## config.mk

```make
export PLATFORM = sky130hd
export DESIGN_NAME = sep_slave
export DESIGN_NICKNAME = d
export VERILOG_FILES = /design/src/sep_pkg.sv /design/src/sep_slave.sv /design/src/sep_sync.sv /design/src/sep_fifo.sv
export SDC_FILE = /design/constraint.sdc
export NUM_CORES = 1
export LEC_CHECK = 0
export BUFFER_PORTS_ARGS = -buffer_cell sky130_fd_sc_hd__buf_2
export CAP_MARGIN = 20
export CORE_MARGIN = 2
export CORE_UTILIZATION = 60
export DETAILED_ROUTE_END_ITERATION = 10
export GPL_ROUTABILITY_DRIVEN = 0
export PLACE_DENSITY = 0.82
export SETUP_SLACK_MARGIN = 0.02
export SLEW_MARGIN = 5
export SYNTH_ARGS = -nofsm -noshare
export SYNTH_HDL_FRONTEND = slang
export SYNTH_SLANG_ARGS = --single-unit
export TNS_END_PERCENT = 1
```

## constraint.sdc

```tcl
create_clock -name clk -period 7.3 [get_ports clk]
set_clock_uncertainty 0.05 [all_clocks]
set_input_delay 0.365 -clock clk [delete_from_list [all_inputs] [get_ports clk]]
set_output_delay 0.365 -clock clk [all_outputs]
set_load 0.02 [all_outputs]
```

## src/sep_pkg.sv

```systemverilog
package sep_pkg;

    // System clock period and the longest internal write cycle time.
    localparam int CLK_PERIOD_NS = 20;
    localparam int T_WR_MS       = 5;
    localparam int WR_CYCLES     = T_WR_MS * 1000000 / CLK_PERIOD_NS;

    // Page geometry and word address width.
    localparam int ADDR_W     = 8;
    localparam int PAGE_BYTES = 16;
    localparam int FIFO_DEPTH = 4;

    // Type identifier of the slave address; the value is arbitrary.
    localparam logic [3:0] DEV_TYPE_ID = 4'h5;

    // Positions of the pins inside the synchronised pin vector.
    localparam int PIN_SCL  = 0;
    localparam int PIN_SDA  = 1;
    localparam int PIN_WP   = 2;
    localparam int PIN_CS0  = 3;
    localparam int PIN_CS1  = 4;
    localparam int PIN_CS2  = 5;
    localparam int PIN_W    = 6;

    // Pin vector value held during reset: idle bus lines high.
    localparam logic [5:0] PIN_RESET = 6'h03;

    // Protocol engine states, one-hot.
    typedef enum logic [6:0] {
        ST_IDLE   = 7'h01,
        ST_RX     = 7'h02,
        ST_ACK    = 7'h04,
        ST_TX     = 7'h08,
        ST_RACK   = 7'h10,
        ST_IGNORE = 7'h20,
        ST_PROG   = 7'h40
    } sep_state_type;

    // Meaning of the byte being received.
    typedef enum logic [1:0] {
        KIND_ADDR = 2'h0,
        KIND_WORD = 2'h1,
        KIND_DATA = 2'h2
    } sep_kind_type;

endpackage : sep_pkg

```

## src/sep_slave.sv

```systemverilog
// Behaviour
// - Word address byte loads the pointer.
// - Ack word and data; program on stop.
// - Ignore the bus during a write cycle.
// - Page write takes up to sixteen bytes.
// - Ack every received page data byte unless protected.
// - Pointer advances after each data byte.
// - Extra page bytes wrap and overwrite.
// - Short pages program only received bytes.
// - Withhold address ack while programming.
// - Protected: ack addresses, refuse data, no programming.
// - Unprotected: every location is writable.
// - Pointer holds last address plus one; writes wrap it within the page.
// - Read address acked, then eight bits.
// - After nack stop driving, await stop.
// - Sequential read starts like other reads.
// - Each master ack sends next byte.
// - Read pointer wraps over whole array.
// - Respond only when chip select bits match.
// - Address bit zero selects read or write.
// - Bytes travel most significant bit first.
module sep_slave #(
    parameter int WRITE_CYCLES = sep_pkg::WR_CYCLES,
    parameter int FIFO_DEPTH   = sep_pkg::FIFO_DEPTH
) (
    input  wire logic        clk,
    input  wire logic        srst,
    input  wire logic        scl,
    input  wire logic        sda_i,
    output logic             sda_o,
    output logic             sda_oe,
    input  wire logic        write_protect,
    input  wire logic        chip_select_bit0,
    input  wire logic        chip_select_bit1,
    input  wire logic        chip_select_bit2,
    output logic [7:0]       mem_rd_addr,
    input  wire logic [7:0]  mem_rd_data,
    output logic             prog_valid,
    input  wire logic        prog_ready,
    output logic [7:0]       prog_addr,
    output logic [7:0]       prog_data,
    output logic             busy
);

    // Width of the write cycle timer; it must be able to hold WRITE_CYCLES itself.
    localparam int TW = $clog2(WRITE_CYCLES + 1);

    // Every flop of the engine lives in this one record.
    // The page buffer and its byte mask gather data bytes until the stop.
    // The mask also tells the drain which slots arrived, so a short page
    // never touches addresses that the master did not send.
    typedef struct packed {
        sep_pkg::sep_state_type st;
        sep_pkg::sep_kind_type  kind;
        logic                   scl_prev;
        logic                   sda_prev;
        logic [7:0]             shift;
        logic [3:0]             cnt;
        logic                   rd_dir;
        logic                   ack_seen;
        logic [7:0]             ptr;
        logic [15:0]            mask;
        logic [15:0][7:0]       page;
        logic [3:0]             idx;
        logic [TW-1:0]          timer;
        logic                   drive;
    } sep_slave_state_type;

    sep_slave_state_type q;
    sep_slave_state_type d;

    // Raw and synchronised pin levels.
    logic [5:0]  pins;
    logic [5:0]  pins_s;
    logic        scl_s;
    logic        sda_s;
    logic        wp_s;
    logic [2:0]  cs_s;

    // Bus events decoded from the synchronised levels.
    logic        scl_rise;
    logic        scl_fall;
    logic        start_c;
    logic        stop_c;

    // Handshake between the page drain and the request FIFO.
    logic        push_valid;
    logic        push_ready;
    logic [15:0] push_data;
    logic        fifo_valid;
    logic [15:0] fifo_data;

    // True when a received address byte selects this device.
    // The direction bit is left out; it is kept on its own once an address matches.
    function automatic logic addr_match(
        input logic [7:0] addr_byte,
        input logic [2:0] cs
    );
        addr_match = (addr_byte[7:4] == sep_pkg::DEV_TYPE_ID) &&
                     (addr_byte[3:1] == cs);
    endfunction : addr_match

    // All pins come from outside the clock domain.
    assign pins[sep_pkg::PIN_SCL] = scl;
    assign pins[sep_pkg::PIN_SDA] = sda_i;
    assign pins[sep_pkg::PIN_WP]  = write_protect;
    assign pins[sep_pkg::PIN_CS0] = chip_select_bit0;
    assign pins[sep_pkg::PIN_CS1] = chip_select_bit1;
    assign pins[sep_pkg::PIN_CS2] = chip_select_bit2;

    // Two flops per pin, so every bus event below is seen about two clocks late.
    sep_sync #(
        .WIDTH     (sep_pkg::PIN_W),
        .RESET_VAL (sep_pkg::PIN_RESET)
    ) u_sync (
        .clk  (clk),
        .srst (srst),
        .pin  (pins),
        .sync (pins_s)
    );

    assign scl_s = pins_s[sep_pkg::PIN_SCL];
    assign sda_s = pins_s[sep_pkg::PIN_SDA];
    assign wp_s  = pins_s[sep_pkg::PIN_WP];
    assign cs_s  = {pins_s[sep_pkg::PIN_CS2],
                    pins_s[sep_pkg::PIN_CS1],
                    pins_s[sep_pkg::PIN_CS0]};

    // Bus events seen against the previous synchronised levels.
    // A start or stop needs the clock high in both samples, so a data change
    // that lands together with a clock edge counts as a data bit, never a condition.
    assign scl_rise = scl_s & ~q.scl_prev;
    assign scl_fall = ~scl_s & q.scl_prev;
    assign start_c  = scl_s & q.scl_prev & q.sda_prev & ~sda_s;
    assign stop_c   = scl_s & q.scl_prev & ~q.sda_prev & sda_s;

    // Programming requests queue here so the array side may stall.
    // Each entry carries the page, the slot and the byte, sixteen bits in all.
    sep_fifo #(
        .WIDTH (16),
        .DEPTH (FIFO_DEPTH)
    ) u_fifo (
        .clk       (clk),
        .srst      (srst),
        .in_valid  (push_valid),
        .in_ready  (push_ready),
        .in_data   (push_data),
        .out_valid (fifo_valid),
        .out_ready (prog_ready),
        .out_data  (fifo_data)
    );

    // Protocol engine next-state logic.
    always_comb begin
        d          = q;
        d.scl_prev = scl_s;
        d.sda_prev = sda_s;
        push_valid = 1'b0;
        push_data  = {q.ptr[7:4], q.idx, q.page[q.idx]};
        // A running write cycle shuts the bus out entirely. Otherwise a start or
        // stop overrides whatever byte was in progress, and only then does the
        // current state advance on clock edges.
        if (q.st == sep_pkg::ST_PROG) begin
            // Bus is not looked at; pending bytes drain to the array.
            // The timer runs its full length even when the array takes bytes at once.
            d.drive = 1'b0;
            if (q.timer != '0) begin
                d.timer = q.timer - 1'b1;
            end
            if (q.mask[q.idx]) begin
                push_valid = 1'b1;
                if (push_ready) begin
                    d.mask[q.idx] = 1'b0;
                    d.idx         = q.idx + 1'b1;
                end
            end else begin
                d.idx = q.idx + 1'b1;
            end
            if (q.timer == '0 && q.mask == '0 && !fifo_valid) begin
                d.st = sep_pkg::ST_IDLE;
            end
        end else if (start_c) begin
            // A start or repeated start drops any unfinished page.
            d.st    = sep_pkg::ST_RX;
            d.kind  = sep_pkg::KIND_ADDR;
            d.cnt   = '0;
            d.drive = 1'b0;
            d.mask  = '0;
        end else if (stop_c) begin
            // A stop with accepted bytes launches the write cycle; any other stop rests.
            d.drive = 1'b0;
            d.cnt   = '0;
            if (q.mask != '0) begin
                d.st    = sep_pkg::ST_PROG;
                d.timer = TW'(WRITE_CYCLES);
                d.idx   = '0;
            end else begin
                d.st = sep_pkg::ST_IDLE;
            end
        end else begin
            case (q.st)
                // Shift in eight bits on rising clock edges, then decide on the ack.
                sep_pkg::ST_RX: begin
                    if (scl_rise && q.cnt < 4'h8) begin
                        d.shift = {q.shift[6:0], sda_s};
                        d.cnt   = q.cnt + 1'b1;
                    end else if (scl_fall && q.cnt == 4'h8) begin
                        d.st    = sep_pkg::ST_ACK;
                        d.drive = 1'b1;
                        case (q.kind)
                            sep_pkg::KIND_ADDR: begin
                                if (addr_match(q.shift, cs_s)) begin
                                    d.rd_dir = q.shift[0];
                                end else begin
                                    d.st    = sep_pkg::ST_IGNORE;
                                    d.drive = 1'b0;
                                end
                            end
                            sep_pkg::KIND_WORD: begin
                                // A new word address starts an empty page.
                                d.ptr  = q.shift;
                                d.mask = '0;
                            end
                            default: begin
                                if (wp_s) begin
                                    d.st    = sep_pkg::ST_IGNORE;
                                    d.drive = 1'b0;
                                    d.mask  = '0;
                                end else begin
                                    // Low nibble wraps inside the page.
                                    d.page[q.ptr[3:0]] = q.shift;
                                    d.mask[q.ptr[3:0]] = 1'b1;
                                    d.ptr = {q.ptr[7:4], q.ptr[3:0] + 4'h1};
                                end
                            end
                        endcase
                    end
                end

                // Hold the ack through the ninth clock; its falling edge moves on.
                sep_pkg::ST_ACK: begin
                    if (scl_fall) begin
                        d.cnt = '0;
                        if (q.kind == sep_pkg::KIND_ADDR && q.rd_dir) begin
                            // First read byte comes from the pointer.
                            d.st    = sep_pkg::ST_TX;
                            d.shift = mem_rd_data;
                            d.ptr   = q.ptr + 1'b1;
                            d.drive = ~mem_rd_data[7];
                        end else begin
                            // An address is followed by the word address, that by data.
                            d.st    = sep_pkg::ST_RX;
                            d.drive = 1'b0;
                            d.kind  = (q.kind == sep_pkg::KIND_ADDR) ?
                                      sep_pkg::KIND_WORD : sep_pkg::KIND_DATA;
                        end
                    end
                end

                // Each falling edge puts the next bit out, most significant first.
                sep_pkg::ST_TX: begin
                    if (scl_fall) begin
                        if (q.cnt == 4'h7) begin
                            // After the eighth bit the line is freed for the master's ack.
                            d.st       = sep_pkg::ST_RACK;
                            d.drive    = 1'b0;
                            d.cnt      = '0;
                            d.ack_seen = 1'b0;
                        end else begin
                            d.shift = {q.shift[6:0], 1'b0};
                            d.cnt   = q.cnt + 1'b1;
                            d.drive = ~q.shift[6];
                        end
                    end
                end

                // Look at the master's ack on the ninth rising edge.
                sep_pkg::ST_RACK: begin
                    if (scl_rise) begin
                        d.ack_seen = ~sda_s;
                    end else if (scl_fall) begin
                        if (q.ack_seen) begin
                            d.st    = sep_pkg::ST_TX;
                            d.shift = mem_rd_data;
                            d.ptr   = q.ptr + 1'b1;
                            d.drive = ~mem_rd_data[7];
                        end else begin
                            // No ack: stay off the line until the stop.
                            d.st = sep_pkg::ST_IGNORE;
                        end
                    end
                end

                // Not addressed, refused or finished: wait for a start or stop.
                sep_pkg::ST_IGNORE: begin
                    d.drive = 1'b0;
                end

                // Bus free: nothing happens until a start.
                sep_pkg::ST_IDLE: begin
                    d.drive = 1'b0;
                end

                // Unknown code: recover to idle with the line released.
                default: begin
                    d.st    = sep_pkg::ST_IDLE;
                    d.drive = 1'b0;
                end
            endcase
        end
    end

    // State register with synchronous reset.
    // The previous bus levels reset high, as on an idle bus, so no false edge follows.
    always_ff @(posedge clk) begin
        if (srst) begin
            q          <= '0;
            q.st       <= sep_pkg::ST_IDLE;
            q.kind     <= sep_pkg::KIND_ADDR;
            q.scl_prev <= 1'b1;
            q.sda_prev <= 1'b1;
        end else begin
            q <= d;
        end
    end

    // Open-drain data pin: only ever pulls low.
    assign sda_o       = 1'b0;
    assign sda_oe      = q.drive;

    // The array is read at the pointer itself, so the next byte is ready
    // as soon as the current one has been loaded into the shifter.
    assign mem_rd_addr = q.ptr;
    assign prog_valid  = fifo_valid;
    assign prog_addr   = fifo_data[15:8];
    assign prog_data   = fifo_data[7:0];
    assign busy        = (q.st == sep_pkg::ST_PROG);

endmodule : sep_slave

```

## src/sep_sync.sv

```systemverilog
// Two-flop synchroniser for a vector of asynchronous pins.
module sep_sync #(
    parameter int         WIDTH     = 1,
    parameter logic [5:0] RESET_VAL = 6'h00
) (
    input  wire logic             clk,
    input  wire logic             srst,
    input  wire logic [WIDTH-1:0] pin,
    output logic      [WIDTH-1:0] sync
);

    typedef struct packed {
        logic [WIDTH-1:0] s1;
        logic [WIDTH-1:0] s2;
    } sep_sync_state_type;

    sep_sync_state_type q;
    sep_sync_state_type d;

    // The first stage feeds only the second stage.
    always_comb begin
        d    = q;
        d.s1 = pin;
        d.s2 = q.s1;
    end

    // State register with synchronous reset to idle levels.
    always_ff @(posedge clk) begin
        if (srst) begin
            q <= {RESET_VAL[WIDTH-1:0], RESET_VAL[WIDTH-1:0]};
        end else begin
            q <= d;
        end
    end

    assign sync = q.s2;

endmodule : sep_sync

```

## src/sep_fifo.sv

```systemverilog
// Small FIFO with valid and ready on both sides.
module sep_fifo #(
    parameter int WIDTH = 12,
    parameter int DEPTH = 4
) (
    input  wire logic             clk,
    input  wire logic             srst,
    input  wire logic             in_valid,
    output logic                  in_ready,
    input  wire logic [WIDTH-1:0] in_data,
    output logic                  out_valid,
    input  wire logic             out_ready,
    output logic      [WIDTH-1:0] out_data
);

    localparam int PW = $clog2(DEPTH);

    typedef struct packed {
        logic [DEPTH-1:0][WIDTH-1:0] mem;
        logic [PW-1:0]               wr;
        logic [PW-1:0]               rd;
        logic [PW:0]                 count;
    } sep_fifo_state_type;

    sep_fifo_state_type q;
    sep_fifo_state_type d;
    logic               push;
    logic               pop;

    assign in_ready  = (q.count != (PW+1)'(DEPTH));
    assign out_valid = (q.count != '0);
    assign out_data  = q.mem[q.rd];
    assign push      = in_valid & in_ready;
    assign pop       = out_valid & out_ready;

    // Pointer wrap and occupancy count.
    always_comb begin
        d = q;
        if (push) begin
            d.mem[q.wr] = in_data;
            d.wr = (q.wr == PW'(DEPTH - 1)) ? '0 : q.wr + 1'b1;
        end
        if (pop) begin
            d.rd = (q.rd == PW'(DEPTH - 1)) ? '0 : q.rd + 1'b1;
        end
        d.count = q.count + (PW+1)'(push) - (PW+1)'(pop);
    end

    always_ff @(posedge clk) begin
        if (srst) begin
            q <= '0;
        end else begin
            q <= d;
        end
    end

endmodule : sep_fifo

```

==> impl_metrics.py <==
metrics = {
    "clocking": {
        "cts_tree": "yes",
        "cts_buffer_depth": 3,
        "clk_latency_ps": 560,
        "cts-htree-levels": 1,
        "cts_root_buffer": "clkbuf_16",
        "cts_sinks": 283,
        "cts_buffers": 29,
        "post-cts-setup-buffer-count": 0,
        "cts_resized": 0,
        "path_clk_slew_ps": 60,
    },
    "worst_setup_path": {
        "r2r_cells": 10,
        "crit_type": "reg2reg",
        "r2r_start": "push_data[9]$_SDFFE_PP0P_",
        "end_kind": "flip-flop",
        "arrival_ps": 3700,
        "crit_required_ps": 7640,
        "r2r_slack_ps": 3930,
        "endpoint": "u_fifo.q[2]$_SDFF_PP0_",
        "path_max_fanout": 41,
        "critPathLaunchType": "flip-flop",
        "startpoint": "push_data[9]$_SDFFE_PP0P_",
        "worstReg2RegEnd": "u_fifo.q[2]$_SDFF_PP0_",
    },
    "logic_synthesis": {
        "synth.area.top_cells": "dfxtp_1, mux2i_1, mux4_2",
        "postSynthCellCount": 1391,
        "yosysWarnings": 0,
        "synth_top_area_share_pct": 41.93,
        "synth_fp_nets": 1428,
        "synth_top_cell_by_area": "dfxtp_1",
        "syn_area_um2": 13510,
        "yosysUniqueCellTypes": 82,
        "ys.flop_type": "dfxtp_1",
        "yosysSeqAreaShare_pct": 41.93,
        "synth_area_per_cell_um2": 9.714,
        "ys_seq_elements": 283,
        "async_flop_share_pct": 0,
        "synth_edf_count": 0,
    },
    "global_route": {
        "grt_max_degree": 146,
        "overflow": 0,
        "grt_pass1_wl_um": 51810,
        "grt_pass1_vias": 10043,
        "antenna_found_initial": 0,
        "grt.total_usage_pct": 26.67,
    },
    "placed_design": {
        "place_ws_ps": 3972,
        "place_area_um2": 13590,
        "placedCellCount": 1602,
        "hpwl_um": 20150,
        "io_buffers": 43,
    },
    "worst_hold_path": {
        "hold_depth": 3,
        "hp-class": "in2reg",
    },
    "timing": {
        "worst_slew_pin_slew_ps": 1056,
        "period_share_pct": 46.11,
        "finalMaxSlewViolations": 0,
        "fin_setup_tns_ps": 0,
        "setup_viol": 0,
        "hold-worst-slack_ps": 38.63,
        "final.setup.worst_slack_ps": 3934,
        "layout_min_cycle_time_ps": 3366,
        "max_clock_freq_ghz": 0.2971,
        "rsz0062_at_grt": "false",
        "hold_viol_final": 0,
        "maxSlewHeadroom_pct": 29.58,
    },
    "route": {
        "drt_wl_total_um": 31880,
        "drc": 0,
        "initialDrtViolationCount": 970,
        "via_per_inst": 6.284,
        "first_pass_iters": 5,
        "drtAntennaViolNets": 0,
        "routedWlPerCell_um": 19.17,
        "via_count": 10451,
    },
    "pwr": {
        "vdd_drop_max_mv": 0.1892,
        "power_density_nw_per_um2": 227.2,
        "power_mw": 3.339,
        "p_leak_nw": 5.884,
    },
    "finish": {
        "final_common_cell": "dfxtp_1",
        "area_delta_synth_final_pct": 8.741,
        "layout_common_cells": "dfxtp_1, nor2_1, mux2i_1",
        "fin_util_pct": 66.91,
        "n_antenna_cell": 0,
        "instances_no_fill": 1663,
        "drive_gt1_share_pct": 15.47,
        "finalInstanceArea_um2": 14690,
        "final_nets": 1398,
    },
    "die": {
        "core_um2": 21960,
        "io-pin-count": 45,
        "die_x_um": 154.1,
        "initial_core_util_pct": 61.53,
        "dieArea_um2": 23740,
        "row_count": 54,
        "die_y_um": 154.1,
    },
    "run": {
        "maxCapViolCount": 0,
    },
    "run_status": {
        "status": "finished, final reports clean",
    },
}
==> report_power, final <==
group	switching (mW)	leakage [nW]	total [mW]	internal [mW]
Combinational	0.119	3.10	0.191	0.0723
Sequential	0.0204	2.28	1.58	1.56
Clock	0.611	0.500	1.57	0.956
Total	0.751	5.88	3.34	2.59
==> metal layers <==
layer  GRT usage [%]  up-vias  part of all wire (%)
met1           36.62     5039                    43
li1                -     4871                     -
met2           43.80      467                    46
met5               0        -                     0
met3           4.566       74                   8.1
met4           7.210        0                   2.5
==> synthesized netlist by cell type (6+ instances only) <==
library cell and instances:
nor2_1 191, nand2_1 146, inv_1 26, xor2_1 14
mux2i_1 148, nor3_1 20, buf_2 24, a211oi_1 13
buf_4 10, nand3_4 11, mux4_2 60, o311ai_0 12
nor3b_1 6, xnor2_1 9, clkbuf_1 75, o21ai_0 29
nand3_1 30, or2_2 8, nor4_1 10, ha_1 19
or4_1 6, nor2b_1 15, nand2b_1 7, a21oi_1 83
dfxtp_1 283, a21o_1 8
==> cell families after synthesis <==
family / share of synthesized area [%]
AOI/OAI and AO/OA: 10.44
xor gates and xnor gates: 1.491
adders and majority gates: 1.908
buffers and inverters: 4.648
DFF: 41.93
muxes: 21.13
other: 0.02775
and+or+nand+nor: 18.43
==> cell type report <==
type	instances	area [um^2]
timing repair buffer	55	344.1
inverter	27	102.6
sequential	283	5668
fill	1666	7266
multi-input combinational	965	7218
tap	280	350.3
clock inverter	12	188.9
clock buffer	41	820.8
==> worst max-delay path, cell delays in order (launching register included) <==
cell and delay (ps):
dfxtp_2 1010, inv_1 260, mux2_2 330, nand2_2 220, a21oi_2 350, ha_1 190, inv_1 50, fa_1 380
xor2_1 180, xnor2_1 140, nor2_1 50
==> worst min path at each step <==
| stage | startpoint | end | slack, ps |
|---|---|---|---|
| CTS | mem_rd_data[0] | q[181]$_SDFFE_PP0P_ | 30 |
| global placement | u_sync.d[1]$_SDFF_PP1_ | u_sync.sync[1]$_SDFF_PP1_ | 340 |
| global route | mem_rd_data[0] | q[181]$_SDFFE_PP0P_ | 40 |
| floorplan | u_sync.d[0]$_SDFF_PP1_ | u_sync.sync[0]$_SDFF_PP1_ | 340 |
| detailed placement | u_sync.d[1]$_SDFF_PP1_ | u_sync.sync[1]$_SDFF_PP1_ | 340 |
| finish | mem_rd_data[0] | q[181]$_SDFFE_PP0P_ | 40 |
==> what timing repair did <==
| item | CTS | global route |
|---|---|---|
| hold buffers | 6 | 0 |
| hold endpoints to repair | 6 | 0 |
| setup endpoints to repair | 0 | 0 |
==> state kept, by name, indices dropped and copies added (netlist names) <==
| signal | flops |
|---|---|
| u_fifo.q | 71 |
| sda_oe | 1 |
| mem_rd_addr | 8 |
| u_sync.d | 6 |
| u_sync.sync | 6 |
| q | 187 |
| push_data | 4 |
(Power assumes the default switching activity.)
